===== src/rtl/operator_panel_regs.svh =====
// Register offsets, field positions, reset values and timing counts of the operator panel
`ifndef OPERATOR_PANEL_REGS_SVH
`define OPERATOR_PANEL_REGS_SVH
// Register byte offsets
`define OP_CTRL_ADDR     12'h000
`define OP_STATUS_ADDR   12'h004
`define OP_DISPLAY_ADDR  12'h008
`define OP_ERRCODE_ADDR  12'h00C
`define OP_NUMBER_ADDR   12'h010
// Control register fields
`define CTRL_SPUN_UP     0
`define CTRL_AVAILABLE   1
`define CTRL_ONLINE_A    2
`define CTRL_ONLINE_B    3
`define CTRL_RW_READY    4
`define CTRL_ERR_STATUS  5
`define CTRL_FAULT_DET   6
`define CTRL_PHYS_WP     7
`define CTRL_REFUSE_WR   8
`define CTRL_WIDTH       9
`define CTRL_RESET       9'h000
// Unit number reset value and upper limit
`define UNIT_RESET       16'h0000
`define UNIT_MAX         16'h4094
// Timing, in milliseconds, and derived cycle counts at 125 MHz
`define CLK_HZ           125000000
`define SHOW_TIME_MS     2000
`define BLINK_TIME_MS    250
`define DEBOUNCE_TIME_MS 10
`define SHOW_CYCLES      (`SHOW_TIME_MS * (`CLK_HZ / 1000))
`define BLINK_CYCLES     (`BLINK_TIME_MS * (`CLK_HZ / 1000))
`define DEBOUNCE_CYCLES  (`DEBOUNCE_TIME_MS * (`CLK_HZ / 1000))
// Display character codes
`define CH_BLANK         8'h20
`define CH_A             8'h41
`define CH_B             8'h42
`define CH_E             8'h45
`define CH_R             8'h52
`define CH_T             8'h54
`define CH_W             8'h57
`define CH_ZERO          8'h30
`endif


===== src/rtl/operator_panel_pkg.sv =====
// Types shared by the operator panel controller
package operator_panel_pkg;
  typedef enum logic [2:0] {
    MODE_NORMAL   = 3'b000,
    MODE_UNIT     = 3'b001,
    MODE_TESTNUM  = 3'b010,
    MODE_RUNNING  = 3'b011,
    MODE_FAULTSHOW = 3'b100
  } panel_mode_t;
  typedef logic [7:0] char_t;
endpackage


===== src/rtl/operator_panel.sv =====
// Operator panel controller with APB status and control registers
//
// Functional notes
// - Port active: test press shows unit two seconds
// - Ports idle: test press latches test mode
// - Port A press selects next digit, ones first
// - Port B increments blinking digit, wraps 9/4
// - Unit number kept 0000-4094; test exits
// - First write-protect press shows test number
// - Second write-protect press blinks T, runs test
// - While running, A, test, WP stop blink
// - Switch view: R at position 3
// - Switch view: W at position 2
// - Switch view: A at position 1
// - Switch view: B at position 0
// - No switches in: show unit number
// - Fault lit: fault press shows E and code
// - LEDs driven from drive status, test mode and lamp test
// - Ready needs run lit, spun up, available/online
// - Run LED follows spun-up state
// - Fault LED lit by error bit and fault
// - Write-protect LED: physical or refused writes
// - Port LED lit while online through port
// - Test LED lit in latched test mode or lamp test
// - Idle fault press: two-second lamp test
// - Fault LED off whenever error bit clears
`include "operator_panel_regs.svh"
module operator_panel #(
  parameter int SHOW_CYCLES     = `SHOW_CYCLES,
  parameter int BLINK_CYCLES    = `BLINK_CYCLES,
  parameter int DEBOUNCE_CYCLES = `DEBOUNCE_CYCLES
) (
  input  wire logic                     clk,
  input  wire logic                     reset,
  input  wire logic                     psel,
  input  wire logic                     penable,
  input  wire logic                     pwrite,
  input  wire logic [11:0]              paddr,
  input  wire logic [31:0]              pwdata,
  output logic      [31:0]              prdata,
  output logic                          pready,
  output logic                          pslverr,
  input  wire logic [5:0]               switchIn,
  output logic                          ledReady,
  output logic                          ledRun,
  output logic                          ledFault,
  output logic                          ledWriteProt,
  output logic                          ledPortA,
  output logic                          ledPortB,
  output logic                          ledTest,
  output operator_panel_pkg::char_t     disp3,
  output operator_panel_pkg::char_t     disp2,
  output operator_panel_pkg::char_t     disp1,
  output operator_panel_pkg::char_t     disp0,
  output logic                          testRunning
);
  import operator_panel_pkg::*;

  // Counters reload with count minus one, so a count below two cannot be served
  if (SHOW_CYCLES < 2 || BLINK_CYCLES < 2 || DEBOUNCE_CYCLES < 2) begin : timingCheck
    $error("operator_panel: timing counts too small");
  end

  // Switch index: 0 run, 1 write protect, 2 port A, 3 port B, 4 test, 5 fault
  localparam int SW_RUN = 0;
  localparam int SW_WP = 1;
  localparam int SW_A = 2;
  localparam int SW_B = 3;
  localparam int SW_TEST = 4;
  localparam int SW_FAULT = 5;

  // ---------------------------------------------------------------
  // Switch synchronising and debounce
  // ---------------------------------------------------------------
  logic [5:0]  syncA;
  logic [5:0]  syncB;
  logic [5:0]  syncC;
  logic [5:0]  swLevel;
  logic [5:0]  swPrev;
  logic [5:0]  press;
  logic [31:0] bounceCount [6];

  always_ff @(posedge clk or posedge reset) begin
    if (reset) begin
      syncA <= 6'h00;
      syncB <= 6'h00;
      syncC <= 6'h00;
    end else begin
      syncA <= switchIn;
      syncB <= syncA;
      syncC <= syncB;
    end
  end

  // Contacts bounce for milliseconds; a level counts once stable that long
  always_ff @(posedge clk or posedge reset) begin
    if (reset) begin
      swLevel <= 6'h00;
      for (int i = 0; i < 6; i++) begin
        bounceCount[i] <= 32'h0000_0000;
      end
    end else begin
      for (int i = 0; i < 6; i++) begin
        if (syncB[i] != syncC[i] || syncC[i] == swLevel[i]) begin
          bounceCount[i] <= 32'h0000_0000;
        end else if (bounceCount[i] == 32'(DEBOUNCE_CYCLES - 1)) begin
          bounceCount[i] <= 32'h0000_0000;
          swLevel[i] <= syncC[i];
        end else begin
          bounceCount[i] <= bounceCount[i] + 32'h0000_0001;
        end
      end
    end
  end

  always_ff @(posedge clk or posedge reset) begin
    if (reset) begin
      swPrev <= 6'h00;
    end else begin
      swPrev <= swLevel;
    end
  end

  assign press = swLevel & ~swPrev;

  // ---------------------------------------------------------------
  // APB registers
  // ---------------------------------------------------------------
  logic [`CTRL_WIDTH-1:0] ctrl;
  logic [7:0]             errCode;
  logic                   apbWrite;
  logic                   apbRead;
  logic                   badAddr;

  assign apbWrite = psel && penable && pwrite;
  assign apbRead = psel && penable && !pwrite;
  assign badAddr = !(paddr == `OP_CTRL_ADDR || paddr == `OP_STATUS_ADDR ||
                     paddr == `OP_DISPLAY_ADDR || paddr == `OP_ERRCODE_ADDR ||
                     paddr == `OP_NUMBER_ADDR);

  always_ff @(posedge clk or posedge reset) begin
    if (reset) begin
      ctrl <= `CTRL_RESET;
      errCode <= 8'h00;
    end else if (apbWrite && pready) begin
      if (paddr == `OP_CTRL_ADDR) begin
        ctrl <= pwdata[`CTRL_WIDTH-1:0];
      end
      if (paddr == `OP_ERRCODE_ADDR) begin
        errCode <= pwdata[7:0];
      end
    end
  end

  // ---------------------------------------------------------------
  // Panel mode machine
  // ---------------------------------------------------------------
  panel_mode_t mode;
  logic [15:0] unitNum;
  logic [7:0]  testNum;
  logic [1:0]  digitSel;
  logic        editing;
  logic        portBusy;
  logic        inTest;
  logic        lampTest;
  logic        showUnit;
  logic [31:0] showCount;
  logic [31:0] blinkCount;
  logic        blinkPhase;
  logic [15:0] bumped;

  assign portBusy = ledPortA || ledPortB || swLevel[SW_A] || swLevel[SW_B];
  assign inTest = (mode == MODE_UNIT) || (mode == MODE_TESTNUM) || (mode == MODE_RUNNING);

  function automatic logic [15:0] bumpDigit(input logic [15:0] value,
                                            input logic [1:0]  sel);
    logic [3:0]  d;
    logic [3:0]  top;
    logic [15:0] result;
    d = value[sel*4 +: 4];
    top = (sel == 2'd3) ? 4'h4 : 4'h9;
    result = value;
    result[sel*4 +: 4] = (d >= top) ? 4'h0 : d + 4'h1;
    return result;
  endfunction

  assign bumped = bumpDigit(mode == MODE_UNIT ? unitNum : {8'h00, testNum}, digitSel);

  always_ff @(posedge clk or posedge reset) begin
    if (reset) begin
      mode <= MODE_NORMAL;
      unitNum <= `UNIT_RESET;
      testNum <= 8'h00;
      digitSel <= 2'd0;
      editing <= 1'b0;
    end else begin
      case (mode)
        MODE_NORMAL: begin
          if (press[SW_TEST] && !portBusy) begin
            mode <= MODE_UNIT;
            editing <= 1'b0;
          end else if (press[SW_FAULT] && ledFault) begin
            mode <= MODE_FAULTSHOW;
          end
        end
        MODE_UNIT, MODE_TESTNUM: begin
          if (press[SW_TEST]) begin
            mode <= MODE_NORMAL;
            editing <= 1'b0;
            if (unitNum > `UNIT_MAX) begin
              unitNum <= `UNIT_MAX;
            end
          end else if (press[SW_A]) begin
            digitSel <= editing ? digitSel + 2'd1 : 2'd0;
            if (mode == MODE_TESTNUM && editing) begin
              digitSel <= digitSel ^ 2'd1;
            end
            editing <= 1'b1;
          end else if (press[SW_B] && editing) begin
            if (mode == MODE_UNIT) begin
              unitNum <= bumped;
            end else begin
              testNum <= bumped[7:0];
            end
          end else if (press[SW_WP]) begin
            if (mode == MODE_UNIT) begin
              mode <= MODE_TESTNUM;
              testNum <= 8'h00;
              editing <= 1'b0;
            end else begin
              mode <= MODE_RUNNING;
              editing <= 1'b0;
            end
          end
        end
        MODE_RUNNING: begin
          if (press[SW_TEST]) begin
            mode <= MODE_NORMAL;
            if (unitNum > `UNIT_MAX) begin
              unitNum <= `UNIT_MAX;
            end
          end else if (press[SW_A]) begin
            mode <= MODE_TESTNUM;
            digitSel <= 2'd0;
            editing <= 1'b1;
          end else if (press[SW_WP]) begin
            mode <= MODE_TESTNUM;
          end
        end
        MODE_FAULTSHOW: begin
          if (press[SW_FAULT] || !ledFault) begin
            mode <= MODE_NORMAL;
          end
        end
        default: begin
          mode <= MODE_NORMAL;
        end
      endcase
    end
  end

  // ---------------------------------------------------------------
  // Timed displays and blink
  // ---------------------------------------------------------------
  always_ff @(posedge clk or posedge reset) begin
    if (reset) begin
      showCount <= 32'h0000_0000;
      showUnit <= 1'b0;
      lampTest <= 1'b0;
    end else if (mode == MODE_NORMAL && press[SW_TEST] && portBusy) begin
      showCount <= 32'(SHOW_CYCLES - 1);
      showUnit <= 1'b1;
      lampTest <= 1'b0;
    end else if (mode == MODE_NORMAL && press[SW_FAULT] && !ledFault &&
                 !ledPortA && !ledPortB) begin
      showCount <= 32'(SHOW_CYCLES - 1);
      lampTest <= 1'b1;
      showUnit <= 1'b0;
    end else if (showCount != 32'h0000_0000) begin
      showCount <= showCount - 32'h0000_0001;
    end else begin
      showUnit <= 1'b0;
      lampTest <= 1'b0;
    end
  end

  always_ff @(posedge clk or posedge reset) begin
    if (reset) begin
      blinkCount <= 32'h0000_0000;
      blinkPhase <= 1'b0;
    end else if (blinkCount == 32'(BLINK_CYCLES - 1)) begin
      blinkCount <= 32'h0000_0000;
      blinkPhase <= ~blinkPhase;
    end else begin
      blinkCount <= blinkCount + 32'h0000_0001;
    end
  end

  // ---------------------------------------------------------------
  // LEDs, from drive status, test mode and lamp test
  // ---------------------------------------------------------------
  logic faultLit;
  assign faultLit = ctrl[`CTRL_ERR_STATUS] && ctrl[`CTRL_FAULT_DET];

  always_ff @(posedge clk or posedge reset) begin
    if (reset) begin
      ledRun <= 1'b0;
      ledReady <= 1'b0;
      ledFault <= 1'b0;
      ledWriteProt <= 1'b0;
      ledPortA <= 1'b0;
      ledPortB <= 1'b0;
      ledTest <= 1'b0;
    end else begin
      // Drive status and test mode; lamp test overlays the run, ready, write-protect and test lamps, not fault or port, and never feeds back into logic
      ledRun <= ctrl[`CTRL_SPUN_UP] || lampTest;
      ledReady <= (ledRun && ctrl[`CTRL_SPUN_UP] && (ctrl[`CTRL_AVAILABLE] ||
                  ((ctrl[`CTRL_ONLINE_A] || ctrl[`CTRL_ONLINE_B]) && ctrl[`CTRL_RW_READY])))
                  || lampTest;
      ledFault <= faultLit;
      ledWriteProt <= ctrl[`CTRL_PHYS_WP] || ctrl[`CTRL_REFUSE_WR] || lampTest;
      ledPortA <= ctrl[`CTRL_ONLINE_A];
      ledPortB <= ctrl[`CTRL_ONLINE_B];
      // A port coming online darkens the lamp in step with the port lamp
      ledTest <= (inTest || lampTest) && !ctrl[`CTRL_ONLINE_A] && !ctrl[`CTRL_ONLINE_B];
    end
  end

  // ---------------------------------------------------------------
  // Display
  // ---------------------------------------------------------------
  function automatic char_t digitChar(input logic [3:0] d);
    return `CH_ZERO + {4'h0, d};
  endfunction

  char_t next_d3;
  char_t next_d2;
  char_t next_d1;
  char_t next_d0;
  logic  blankSel;

  always_comb begin
    blankSel = editing && blinkPhase;
    next_d3 = digitChar(unitNum[15:12]);
    next_d2 = digitChar(unitNum[11:8]);
    next_d1 = digitChar(unitNum[7:4]);
    next_d0 = digitChar(unitNum[3:0]);
    if (lampTest) begin
      next_d3 = 8'hFF;
      next_d2 = 8'hFF;
      next_d1 = 8'hFF;
      next_d0 = 8'hFF;
    end else if (mode == MODE_FAULTSHOW) begin
      next_d3 = `CH_E;
      next_d2 = `CH_BLANK;
      next_d1 = digitChar(errCode[7:4]);
      next_d0 = digitChar(errCode[3:0]);
    end else if (mode == MODE_TESTNUM || mode == MODE_RUNNING) begin
      next_d3 = (mode == MODE_RUNNING && blinkPhase) ? `CH_BLANK : `CH_T;
      next_d2 = `CH_BLANK;
      next_d1 = (blankSel && digitSel[0]) ? `CH_BLANK : digitChar(testNum[7:4]);
      next_d0 = (blankSel && !digitSel[0]) ? `CH_BLANK : digitChar(testNum[3:0]);
    end else if (mode == MODE_UNIT) begin
      if (blankSel) begin
        case (digitSel)
          2'd0: next_d0 = `CH_BLANK;
          2'd1: next_d1 = `CH_BLANK;
          2'd2: next_d2 = `CH_BLANK;
          default: next_d3 = `CH_BLANK;
        endcase
      end
    end else if (!showUnit && (swLevel[3:0] != 4'h0)) begin
      next_d3 = swLevel[SW_RUN] ? `CH_R : `CH_BLANK;
      next_d2 = swLevel[SW_WP] ? `CH_W : `CH_BLANK;
      next_d1 = swLevel[SW_A] ? `CH_A : `CH_BLANK;
      next_d0 = swLevel[SW_B] ? `CH_B : `CH_BLANK;
    end
    // Otherwise the unit number stands, covering and the timed show
  end

  always_ff @(posedge clk or posedge reset) begin
    if (reset) begin
      disp3 <= `CH_BLANK;
      disp2 <= `CH_BLANK;
      disp1 <= `CH_BLANK;
      disp0 <= `CH_BLANK;
      testRunning <= 1'b0;
    end else begin
      disp3 <= next_d3;
      disp2 <= next_d2;
      disp1 <= next_d1;
      disp0 <= next_d0;
      testRunning <= (mode == MODE_RUNNING) && !ctrl[`CTRL_ONLINE_A] && !ctrl[`CTRL_ONLINE_B];
    end
  end

  // ---------------------------------------------------------------
  // APB read and ready; one wait state
  // ---------------------------------------------------------------
  always_ff @(posedge clk or posedge reset) begin
    if (reset) begin
      pready <= 1'b0;
      pslverr <= 1'b0;
      prdata <= 32'h0000_0000;
    end else if (psel && penable && !pready) begin
      pready <= 1'b1;
      pslverr <= badAddr;
      prdata <= 32'h0000_0000;
      if (apbRead) begin
        case (paddr)
          `OP_CTRL_ADDR: prdata <= {23'h000000, ctrl};
          `OP_STATUS_ADDR: prdata <= {16'h0000, testRunning, lampTest, showUnit, 3'b000,
                                      mode, ledTest, ledPortB, ledPortA, ledWriteProt,
                                      ledFault, ledRun, ledReady};
          `OP_DISPLAY_ADDR: prdata <= {disp3, disp2, disp1, disp0};
          `OP_ERRCODE_ADDR: prdata <= {24'h000000, errCode};
          `OP_NUMBER_ADDR: prdata <= {8'h00, testNum, unitNum};
          default: prdata <= 32'h0000_0000;
        endcase
      end
    end else begin
      pready <= 1'b0;
      pslverr <= 1'b0;
    end
  end
endmodule


===== config.mk =====
export PLATFORM = sky130hd
export DESIGN_NAME = operator_panel
export DESIGN_NICKNAME = d
export VERILOG_FILES = /design/src/rtl/operator_panel_pkg.sv /design/src/rtl/operator_panel.sv
export VERILOG_INCLUDE_DIRS = /design/src /design/src/rtl
export SDC_FILE = /design/constraint.sdc
export NUM_CORES = 1
export LEC_CHECK = 0
export BUFFER_PORTS_ARGS = -buffer_cell sky130_fd_sc_hd__buf_2
export CORE_MARGIN = 5
export CORE_UTILIZATION = 55
export CTS_BUF_LIST = sky130_fd_sc_hd__clkbuf_16
export CTS_CLUSTER_SIZE = 30
export DETAILED_ROUTE_END_ITERATION = 10
export GPL_ROUTABILITY_DRIVEN = 0
export GPL_TIMING_DRIVEN = 0
export PLACE_DENSITY = 0.85
export SLEW_MARGIN = 0
export SYNTH_ARGS = -nofsm -noshare
export SYNTH_HDL_FRONTEND = slang
export SYNTH_SLANG_ARGS = --single-unit

===== constraint.sdc =====
create_clock -name clk -period 13.3 [get_ports clk]
set_clock_uncertainty 0.15 [all_clocks]
set_input_delay 1.33 -clock clk [delete_from_list [all_inputs] [get_ports clk]]
set_output_delay 1.33 -clock clk [all_outputs]
set_load 0.05 [all_outputs]

; ---- After elaboration in Yosys (flattened, before gate mapping)
; Index checks and enable logic that the tools add are counted.
[op_classes]
n_mux = 102
addsub = 19
n_eq_ne = 49
n_lt_le_gt_ge = 2
bitwise_logic = 12
shifts = 3
reduce_logical = 89
[ops]
columns = op, n
row1 = 32-bit 2-to-1 mux, 17
row2 = "32-bit by 1-bit adder with 32-bit output, second input constant", 7
row3 = "32-bit by 21-bit == test with 1-bit output, second input constant", 6
row4 = 8-bit 2-to-1 mux, 20
row5 = 32-bit one-hot mux with 5 select lines, 1
row6 = 7-bit 2-to-1 mux, 19
row7 = 16-bit 2-to-1 mux, 7
row8 = "6-bit by 4-bit adder with 7-bit output, first input constant", 8
row9 = 4-bit negation with 34-bit output, 1
row10 = "4-bit by 34-bit variable shift with 16-bit output, first input constant", 1
row11 = 4-bit by 34-bit variable part select with 16-bit output, 1
row12 = "32-bit by 25-bit == test with 1-bit output, second input constant", 1
row13 = 16-bit one-hot mux with 2 select lines, 1
row14 = 32-bit nonzero test, 1
row15 = "32-bit by 1-bit subtractor with 32-bit output, second input constant", 1
row16 = 3-bit 2-to-1 mux, 10
row17 = 1-bit logical AND, 28
row18 = "12-bit by 4-bit == test with 1-bit output, second input constant", 2
row19 = 1-bit logical OR, 24
row20 = 6-bit AND reduction, 4
row21 = "3-bit != test, second input constant", 7
row22 = "2-bit != test, second input constant", 9
row23 = 16-bit bitwise mux, 1
row24 = "16-bit by 15-bit greater-than comparator with 1-bit output, second input constant", 1
row25 = other kinds (34), 98
[word_totals]
input_bits = 55
reg_bits = 410
wordCells = 320
output_inout_bits = 74

; ---- Longest topological paths before layout
; Gate-level depths: netlist of run 1.
[logic_depth]
depth_word = 12
ltp_mapped = 13
mapped_depth_nobuf = 11

; ---- Worst setup path before layout of run 1
; Ideal clock, no wire load.
[synth_path]
path_kind = input port to flip-flop
from = input port paddr[7]
to = register prdata[7]
setup_time_ps = 65
arrival_time_ps = 3101
slack_ps = 9984
n_path_buf = 1
required_time_ps = 13085
cell_stages = 7
cell_sequence = nor4_1 nand3_1 nor4b_1 clkbuf_1 a22oi_1 a21oi_1 a21o_1
[synth_between]
elab_chain_cells = 3
elab_cells_between_ends = 7
classes_between = eq/ne (4) / mux (2) / reduce/logical (1)
[synth_rtl]
columns = element, line_no
row1 = "start, declared", operator_panel.sv:38  ; input wire logic [11:0] paddr,
row2 = 12-bit by 5-bit == test with 1-bit output (tied with other cells), operator_panel.sv:410  ; case (paddr)
row3 = 32-bit one-hot mux with 5 select lines *, operator_panel.sv:410
row4 = 32-bit 2-to-1 mux *, operator_panel.sv:409  ; if (apbRead) begin
row5 = "end signal, assigned", operator_panel.sv:411  ; `OP_CTRL_ADDR: prdata <= {23'h000000, ctrl};
row6 = "end signal, assigned", operator_panel.sv:412  ; `OP_STATUS_ADDR: prdata <= {16'h0000, testRunning, lampTest, showUnit, 3'b000,
row7 = "end signal, assigned", operator_panel.sv:415  ; `OP_DISPLAY_ADDR: prdata <= {disp3, disp2, disp1, disp0};
row8 = "end, declared", operator_panel.sv:40  ; output logic [31:0] prdata,
; Every way passes the cells marked *; elsewhere a longest branch is shown, timed or not.
; A chain may end at the register's enable or synchronous reset.

; ---- Worst setup path in the final report of run 1
[layout_path]
from = register mode[2]
to = register unitNum[0]
[layout_between]
elab_chain_cells = 12
elab_cells_between_ends = 22
classes_between = add/sub (1) / order compare (1) / eq/ne (7) / shift (2) / mux (8) / reduce/logical (3)
[layout_rtl]
columns = element, line_no
row1 = "start, declared", operator_panel.sv:158  ; panel_mode_t mode;
row2 = "start signal, assigned", operator_panel.sv:191  ; mode <= MODE_NORMAL;
row3 = "start signal, assigned", operator_panel.sv:200  ; mode <= MODE_UNIT;
row4 = "start signal, assigned", operator_panel.sv:203  ; mode <= MODE_FAULTSHOW;
row5 = 3-bit by 1-bit == test with 1-bit output, "operator_panel.sv:187, operator_panel.sv:197, operator_panel.sv:220"
row6 = 16-bit 2-to-1 mux, operator_panel.sv:187  ; assign bumped = bumpDigit(mode == MODE_UNIT ? unitNum : {8'h00, testNum}, digitSel);
row7 = 16-bit by 5-bit variable part select with 4-bit output, operator_panel.sv:180  ; d = value[sel*4 +: 4];
row8 = 4-bit by 1-bit adder with 4-bit output / 4-bit >= comparator (equally long branches), operator_panel.sv:183  ; result[sel*4 +: 4] = (d >= top) ? 4'h0 : d + 4'h1;
row9 = 4-bit 2-to-1 mux, operator_panel.sv:183
row10 = 4-bit by 34-bit variable part select with 16-bit output, operator_panel.sv:183
row11 = 16-bit bitwise mux, operator_panel.sv:183
row12 = 16-bit 2-to-1 mux, operator_panel.sv:220  ; if (mode == MODE_UNIT) begin
row13 = 16-bit 2-to-1 mux, operator_panel.sv:219  ; end else if (press[SW_B] && editing) begin
row14 = 16-bit 2-to-1 mux, operator_panel.sv:213  ; end else if (press[SW_A]) begin
row15 = 16-bit 2-to-1 mux, operator_panel.sv:207  ; if (press[SW_TEST]) begin
row16 = 16-bit one-hot mux with 2 select lines, operator_panel.sv:197  ; case (mode)
row17 = "end signal, assigned", operator_panel.sv:192  ; unitNum <= `UNIT_RESET;
row18 = "end signal, assigned", operator_panel.sv:211  ; unitNum <= `UNIT_MAX;
row19 = "end signal, assigned", operator_panel.sv:221  ; unitNum <= bumped;
row20 = "end, declared", operator_panel.sv:159  ; logic [15:0] unitNum;
; Parallel ways exist; a longest one is shown, timed or not. The select of a mux whose other input is x is not followed.

==> key figures, run 1 <==
Yosys
  • Post-synthesis compound-gate area fraction: 8.640%
  • Async set-or-reset flop fraction in the synthesized netlist: 100.0%
  • Adder-cell share of the synthesized area: 1.210%
  • Synthesized flop and latch total: 406
  • Synth Area in Simple Gates: 24.25%
  • Cells after synthesis: 2025
  • Post-synth EDFFs: 0
  • Syn_area_per_cell: 9.704 um^2
  • Main flop type after synthesis: dfrtp_1
  • Largest family of logic cells by synthesized area: simple AND/OR/NAND/NOR gates
  • Proportion of synthesized area in mux cells: 1.942%
  • Synth Area in XOR/XNOR: 9.850%
  • Yosys warns: 0
  • Sequential fraction of the synthesis area: 51.73%
  • Syn nets: 2099
  • Netlist Area Pre-Place: 19650 um^2
  • Unique masters post-synth: 74

Setup path
  • Number of cells on the critical path: 12
  • Critical Path Start: mode[2]
  • Critical register-to-register path endpoint: unitNum[0]
  • WP data arrival: 4.07 ns
  • Slowest CP cell: clkbuf_1
  • Worst-path fanout max: 10
  • CP peak stage delay: 0.49 ns
  • CP Capture Point: unitNum[0]
  • Crit path launch type: flip-flop
  • Worst r2r path cells: 12
  • Reg2reg start: mode[2]
  • Crit path cell chain: clkbuf_1 > or3b_1 > clkbuf_1 > clkbuf_1 > nor2_1 > mux2i_1 > inv_1 > ha_1 > a21oi_1 > o211ai_1 > o22a_1 > o21ai_0
  • CP Buf/Inv Count: 4
  • WS Path Type: reg2reg
  • Setup slack, reg-to-reg: 9.53 ns
  • Top cell by count, worst path: clkbuf_1
  • CP required: 13.60 ns
  • Worst setup EP type: flip-flop
  • Crit path max-delay family: compound AO/OA/AOI/OAI gates

Die
  • Core region area: 35400 um^2
  • Die Area: 39610 um^2
  • Die extent in y: 199.0 um
  • Die X: 199.0 um
  • Initial core utilization: 55.52%
  • Site Rows: 69
  • Boundary Pins: 129

CTS
  • CTS root buf: clkbuf_16
  • Setup bufs post-CTS: 0
  • Max clock buf depth: 3
  • CTS clk-pin slew, worst paths: 0.06 ns
  • Worst skew pair latency: 0.56 ns
  • CTS Hold Bufs: 0
  • Post-CTS resize count: 0
  • H-tree depth: 2
  • TritonCTS clock tree: built
  • Clock sink total: 406
  • Inserted Clock Buffers: 45

Layout
  • Most common cell after layout, fill and taps aside: dfrtp_1
  • Area growth, synth to finish: 13.58%
  • Most frequent cells in the layout: dfrtp_1, nor2_1, nand2_1, xor2_1, buf_2
  • Share of post-route cells with drive strength above 1: 10.66%
  • Fin nets: 2253
  • Final instance area: 22320 um^2
  • Fin util: 63.06%

Global routing
  • Congestion Overflow GR: 0
  • Initial antenna violation count: 0
  • Vias in the first global route: 16040
  • First-pass GRT wire length: 78.25 mm
  • Total GRT Usage: 23.53%
  • Pin count of the biggest net entering global routing: 137

Placed design
  • Post-DP Area: 20840 um^2
  • Post-DP HPWL: 32.12 mm
  • PortBufs: 104

Detailed routing
  • Routed len/inst: 17.51 um
  • DRT Wirelength: 46.85 mm
  • DR DRC count: 0
  • Vias per inst: 6.022
  • DR pass1 iterations: 9
  • Via count: 16110
  • Post-DRT Antenna Nets: 0
  • Initial drt markers: 1319

STA
  • Final period utilization: 28.36%
  • Max_slew headroom: 12.96%
  • F_max: 265.1 MHz
  • Slew @ Worst Pin: 1.287 ns
  • Fin. max-slew vios: 0
  • # setup viols final: 0
  • RSZ-0062 raised after global routing: false
  • Minimum clock period: 3.772 ns
  • Final hold violations: 0

Power
  • Power Density: 113.6 nW/um^2
  • Leakage: 9.903 nW
  • Max rail drop VDD: 103.3 uV

Worst hold path
  • Hold Crit Depth: 0
  • Hold WC Path Type: reg2reg

Run status
  • Status: complete, no violations

Run
  • Max_cap viols: 0
state kept, by name, summed over array words and instances, names as in the netlist, 8 cells and up:
signal / count
errCode: 8
unitNum: 16
showCount: 32
prdata: 32
ctrl: 9
testNum: 8
bounceCount: 192
blinkCount: 32
disp0: 8
where the power goes:
group | switching [W] | internal, W
Clock | 0.000497 | 0.000743
Sequential | 0.00000387 | 0.00124
Combinational | 0.0000422 | 0.0000102
Total | 0.000543 | 0.00199
cells in the mapped netlist, types with 5 or more instances:
| master | n | area, um^2 |
|---|---|---|
| o21ai_0 | 95 | 475.5 |
| and4_1 | 16 | 140.1 |
| a21o_1 | 8 | 60.06 |
| a222oi_1 | 11 | 110.1 |
| nand4_1 | 69 | 431.7 |
| o31ai_1 | 5 | 37.54 |
| a22oi_1 | 20 | 150.1 |
| ha_1 | 19 | 237.7 |
| a21oi_1 | 45 | 225.2 |
| nor2_1 | 299 | 1122 |
| or2_2 | 12 | 75.07 |
| o211ai_1 | 7 | 52.55 |
| nand3_1 | 85 | 425.4 |
| xnor2_1 | 107 | 937.2 |
| and3_1 | 45 | 281.5 |
| nand2_1 | 214 | 803.3 |
| nor4b_1 | 16 | 140.1 |
| o21a_1 | 5 | 37.54 |
| a22o_1 | 10 | 87.58 |
| or4_1 | 9 | 67.56 |
| a31oi_1 | 6 | 37.54 |
| xor2_1 | 114 | 998.5 |
| nor4_1 | 42 | 262.8 |
| nand2b_1 | 9 | 56.30 |
| dfrtp_1 | 402 | 10060 |
| and2_1 | 10 | 62.56 |
| o21bai_1 | 16 | 120.1 |
| a221oi_1 | 11 | 96.34 |
| or3_1 | 34 | 212.7 |
| nor3_1 | 65 | 325.3 |
| buf_2 | 5 | 25.02 |
| inv_1 | 36 | 135.1 |
| nor2b_1 | 11 | 68.82 |
| clkbuf_1 | 68 | 255.2 |
| mux2i_1 | 10 | 100.1 |
| mux2_2 | 21 | 236.5 |
worst min-delay path by stage:
stage	slack, ns	from	to
floorplan	0.18	syncA[0]	syncB[0]
finish	0.20	syncA[0]	syncB[0]
global placement	0.19	syncA[1]	syncB[1]
global route	0.22	syncA[0]	syncB[0]
CTS	0.20	syncA[0]	syncB[0]
detailed placement	0.19	syncA[1]	syncB[1]
cells by family (layout without fill, tap and decap cells):
logic type	count (synthesis)	after routing
AND/OR/NAND/NOR	965	965
other	0	1
AO/OA/AOI/OAI	263	263
flip-flops	406	406
XOR/XNOR	221	221
adder cells (fa/ha/maj)	19	19
buffers and inverters	118	306
multiplexers	33	33
metal layers:
| layer | up-vias | wire [um] | track usage (%) |
|---|---|---|---|
| met5 | - | 0 | 0 |
| met1 | 7811 | 19290 | 31.40 |
| met2 | 706 | 22360 | 38.71 |
| li1 | 7433 | - | - |
| met3 | 158 | 3558 | 3.946 |
| met4 | 0 | 1642 | 9.347 |
stage by stage:
step                      setup slack (ns)  hold slack [ns]  cells  setup TNS, ns  total power [W]
after floorplan                     0.5321           0.1812   2025              0         0.001299
after global placement              -3.296           0.1861   2590       -1309.25         0.001317
after detailed placement             9.179           0.1895   2593              0         0.001320
after CTS                            9.681           0.2043   2674              0         0.002556
after global routing                 9.393           0.2170   2674              0         0.002617
final                                9.528           0.2034   2675              0         0.002537
area by class of cell:
type / instances / area, um^2
multi-input cells: 1501 / 9017
fillers: 2670 / 13080
clock buffers: 46 / 1151
plain buffers: 81 / 330.3
flip-flops and latches: 406 / 10160
well taps: 461 / 576.8
diodes: 1 / 2.502
clock inverters: 35 / 327.8
inverters: 37 / 146.4
repair buffers: 107 / 603.1
Power figures use the tool's default switching activity.
==> run 2: changes to the inputs <==
--- a/config.mk
+++ b/config.mk
@@ -6,15 +6,16 @@
 export SDC_FILE = /design/constraint.sdc
 export NUM_CORES = 1
 export LEC_CHECK = 0
+export ABC_AREA = 1
 export BUFFER_PORTS_ARGS = -buffer_cell sky130_fd_sc_hd__buf_2
 export CORE_MARGIN = 5
-export CORE_UTILIZATION = 55
+export CORE_UTILIZATION = 62
 export CTS_BUF_LIST = sky130_fd_sc_hd__clkbuf_16
 export CTS_CLUSTER_SIZE = 30
 export DETAILED_ROUTE_END_ITERATION = 10
 export GPL_ROUTABILITY_DRIVEN = 0
 export GPL_TIMING_DRIVEN = 0
-export PLACE_DENSITY = 0.85
+export PLACE_DENSITY = 0.9
 export SLEW_MARGIN = 0
 export SYNTH_ARGS = -nofsm -noshare
 export SYNTH_HDL_FRONTEND = slang
==> constraint.sdc (replaced) <==
create_clock -name clk -period 3.5 [get_ports clk]
set_clock_uncertainty 0.15 [all_clocks]
set_input_delay 0.35 -clock clk [delete_from_list [all_inputs] [get_ports clk]]
set_output_delay 0.35 -clock clk [all_outputs]
set_load 0.05 [all_outputs]
==> key figures, run 2 <==
Run status
  • Status: complete, no violations

Layout
  • Fin nets: 2947 (+31%)
  • Final instance area: 24060 um^2 (+7.8%)
  • Area growth, synth to finish: 13.45%
  • Most frequent cells in the layout: nand2_1, dfrtp_1, inv_1, nor2_1, nand3_1
  • Most common cell after layout, fill and taps aside: nand2_1
  • Largest register by flop count: bounceCount
  • Fill count: 2414 (-9.6%)
  • Share of post-route cells with drive strength above 1: 9.604% (-1.1 points)
  • Max reg flops: 192 (unchanged)

Die
  • Initial core utilization: 63.09% (+7.6 points)
  • Core region area: 33620 um^2 (-5.0%)
  • Die X: 195.0 um (-2.0%)
  • Die Area: 38010 um^2 (-4.1%)
  • Site Rows: 67 (-2.9%)
  • Boundary Pins: 129 (unchanged)
  • Die extent in y: 195.0 um (-2.0%)

CTS
  • CTS root buf: clkbuf_16
  • Max clock buf depth: 3 (unchanged)
  • H-tree depth: 2 (unchanged)
  • Setup bufs post-CTS: 0 (unchanged)
  • CTS clk-pin slew, worst paths: 0.06 ns (about the same)
  • Clock sink total: 406 (unchanged)
  • Inserted Clock Buffers: 43 (-4.4%)
  • TritonCTS clock tree: built
  • Worst skew pair latency: 0.55 ns (about the same)

Setup path
  • CP peak stage delay: 0.46 ns (-0.03 ns)
  • Crit path launch type: flip-flop
  • WS Path Type: reg2reg
  • Worst setup EP type: flip-flop
  • Top cell by count, worst path: nand2_1
  • CP required: 3.84 ns (-9.76 ns)
  • WP data arrival: 3.61 ns (-0.46 ns)
  • Worst-path fanout max: 10 (unchanged)
  • Crit path cell chain: inv_2 > nand3_2 > buf_2 > nand2_1 > nand3_1 > nand3_1 > nand2_1 > ha_1 > a21oi_1 > nand3_2 > nor2_1 > nand3_1 > o21ai_2 > nand2_1 > nand2_1
  • Slowest CP cell: dfrtp_1

Yosys
  • Netlist Area Pre-Place: 21210 um^2 (+7.9%)
  • Sequential fraction of the synthesis area: 47.93% (-3.8 points)
  • Unique masters post-synth: 62 (-16%)
  • Commonest cells post-synth: nand2_1, dfrtp_1, inv_1
  • Synth area leader: dfrtp_1
  • Top post-synthesis cells by area: dfrtp_1, nand2_1, inv_1, nor2_1, nand3_1
  • Yosys warns: 0 (unchanged)
  • Synth top area share: 47.43% (-3.8 points)
  • Syn_area_per_cell: 7.869 um^2 (-19%)
  • Most common cell in the synthesized netlist: nand2_1
  • Synthesized flop and latch total: 406 (unchanged)
  • Async set-or-reset flop fraction in the synthesized netlist: 100.0% (unchanged)
  • Main flop type after synthesis: dfrtp_1
  • Post-synth EDFFs: 0 (unchanged)
  • Syn nets: 2769 (+32%)
  • Cells after synthesis: 2695 (+33%)

Detailed routing
  • Initial drt markers: 2438 (+85%)
  • Post-DRT Antenna Nets: 0 (unchanged)
  • Metal2 WL: 26.21 mm (+17%)
  • DR pass1 iterations: 9 (unchanged)
  • Top sig layer: met4
  • Via count: 20350 (+26%)
  • DR DRC count: 0 (unchanged)
  • M1 wire length: 21.39 mm (+11%)
  • Routed len/inst: 16.57 um (-5.4%)
  • Routed wl met3: 5.311 mm (+49%)
  • DRT Wirelength: 55.57 mm (+19%)
  • Vias per inst: 6.067 (+0.75%)

Global routing
  • Vias in the first global route: 19720 (+23%)
  • Initial antenna violation count: 1 (+1)
  • Congestion Overflow GR: 0 (unchanged)
  • First-pass GRT wire length: 93.18 mm (+19%)
  • Pin count of the biggest net entering global routing: 45 (-67%)
  • Total GRT Usage: 28.63% (+5.1 points)

Placed design
  • PortBufs: 105 (+0.96%)
  • Post-DP HPWL: 39.89 mm (+24%)
  • Post-DP Area: 22500 um^2 (+8.0%)

STA
  • # setup viols final: 0 (unchanged)
  • Final period utilization: 93.41% (+65 points)
  • F_max: 305.9 MHz (+15%)
  • Minimum clock period: 3.269 ns (-0.5030 ns)
  • Slew @ Worst Pin: 0.8068 ns (-0.4807 ns)
  • Max_slew headroom: 45.53% (+33 points)
  • RSZ-0062 raised after global routing: false
  • Setup TNS: 0 ns (unchanged)
  • Hold WS: 0.1384 ns (-0.06496 ns)
  • Final hold violations: 0 (unchanged)
  • Fin. max-slew vios: 0 (unchanged)

Worst hold path
  • Hold WC Path Type: in2reg

Power
  • Power Density: 395.0 nW/um^2 (+250%)
  • Max rail drop VDD: 341.1 uV (+230%)
  • Leakage: 11.21 nW (+13%)

Run
  • Max_cap viols: 0 (unchanged)
==> run 2: changes by cell type after synthesis, sizes merged, moves of 29 or more <==
cell / before / now
or3: 35 / 1
a21oi: 45 / 150
nand3: 85 / 158
nor3: 66 / 146
and3: 45 / 4
inv: 36 / 388
xnor2: 107 / 9
o21ai: 95 / 162
nor2: 299 / 345
nand2: 214 / 520
xor2: 114 / 43
nand4: 69 / 98
clkbuf: 69 / 23
==> run 2: final timing paths <==
check                      startpoint                to  slack, ns  cells after the start
setup / recovery              mode[2]        testNum[6]       0.23                     15
setup reg to reg              mode[2]        testNum[6]       0.23                     15
hold / removal               paddr[2]         prdata[0]       0.14                      5
min in group asynchronous       reset          syncA[4]       0.31                      3
hold reg to reg              syncA[4]          syncB[4]       0.20                      0
max in group asynchronous       reset  bounceCount[154]       1.46                      7
==> run 2: kinds of logic after synthesis <==
group	share of synthesized area (%)
and+or+nand+nor	29.13
buffers and inverters	8.000
adders and majority gates	1.121
DFF	47.93
AOI/OAI and AO/OA	11.48
xor gates and xnor gates	2.148
muxes	0.1947
==> run 2: power breakdown <==
part	switching, W	internal [W]
Clock	0.00185	0.00261
Sequential	0.0000179	0.00472
Combinational	0.000214	0.0000869
==> run 2: final cells by class <==
class,count,area (um^2),share of cell area [%]
Antenna cell,1,2.502,0.01040
Buffer,43,215.2,0.8945
Clock buffer,45,1126,4.680
Clock inverter,32,251.5,1.045
Inverter,395,1486,6.178
Multi-Input combinational cell,1851,9346,38.85
Sequential cell,406,10160,42.25
Tap cell,448,560.5,2.330
Timing Repair Buffer,133,905.9,3.765
==> run 2: critical path, delay by kind of cell (launching register included) <==
kind | cells | cell delay (ns)
fa+ha+maj | 1 | 0.31
compound gates | 2 | 0.51
simple gates | 10 | 1.32
flops | 1 | 0.46
buf+inv | 2 | 0.44
==> run 2: timing repair <==
item	4_1_cts	5_1_grt
hold buffers	18	0
resized for setup	0	1
hold endpoints to repair	49	0
endpoints found under the setup margin	0	11
==> run 2: metrics by stage <==
stage	std cells	setup WS, ns	utilization, %	power [W]
detailed placement	3258	0.2918	66.93	0.005108
global route	3353	0.1620	71.56	0.009799
global placement	3248	-4.546	66.33	0.005076
CTS	3353	0.2267	71.56	0.009547
floorplan	2695	-2.466	-	0.004995
finish	3354	0.2308	71.57	0.009503
==> run 2: per-layer routing <==
metal,vias to the layer above,GRT usage (%)
met5,-,0
met4,0,12.15
met3,290,5.332
met2,1258,47.99
met1,9445,36.73
li1,9356,-
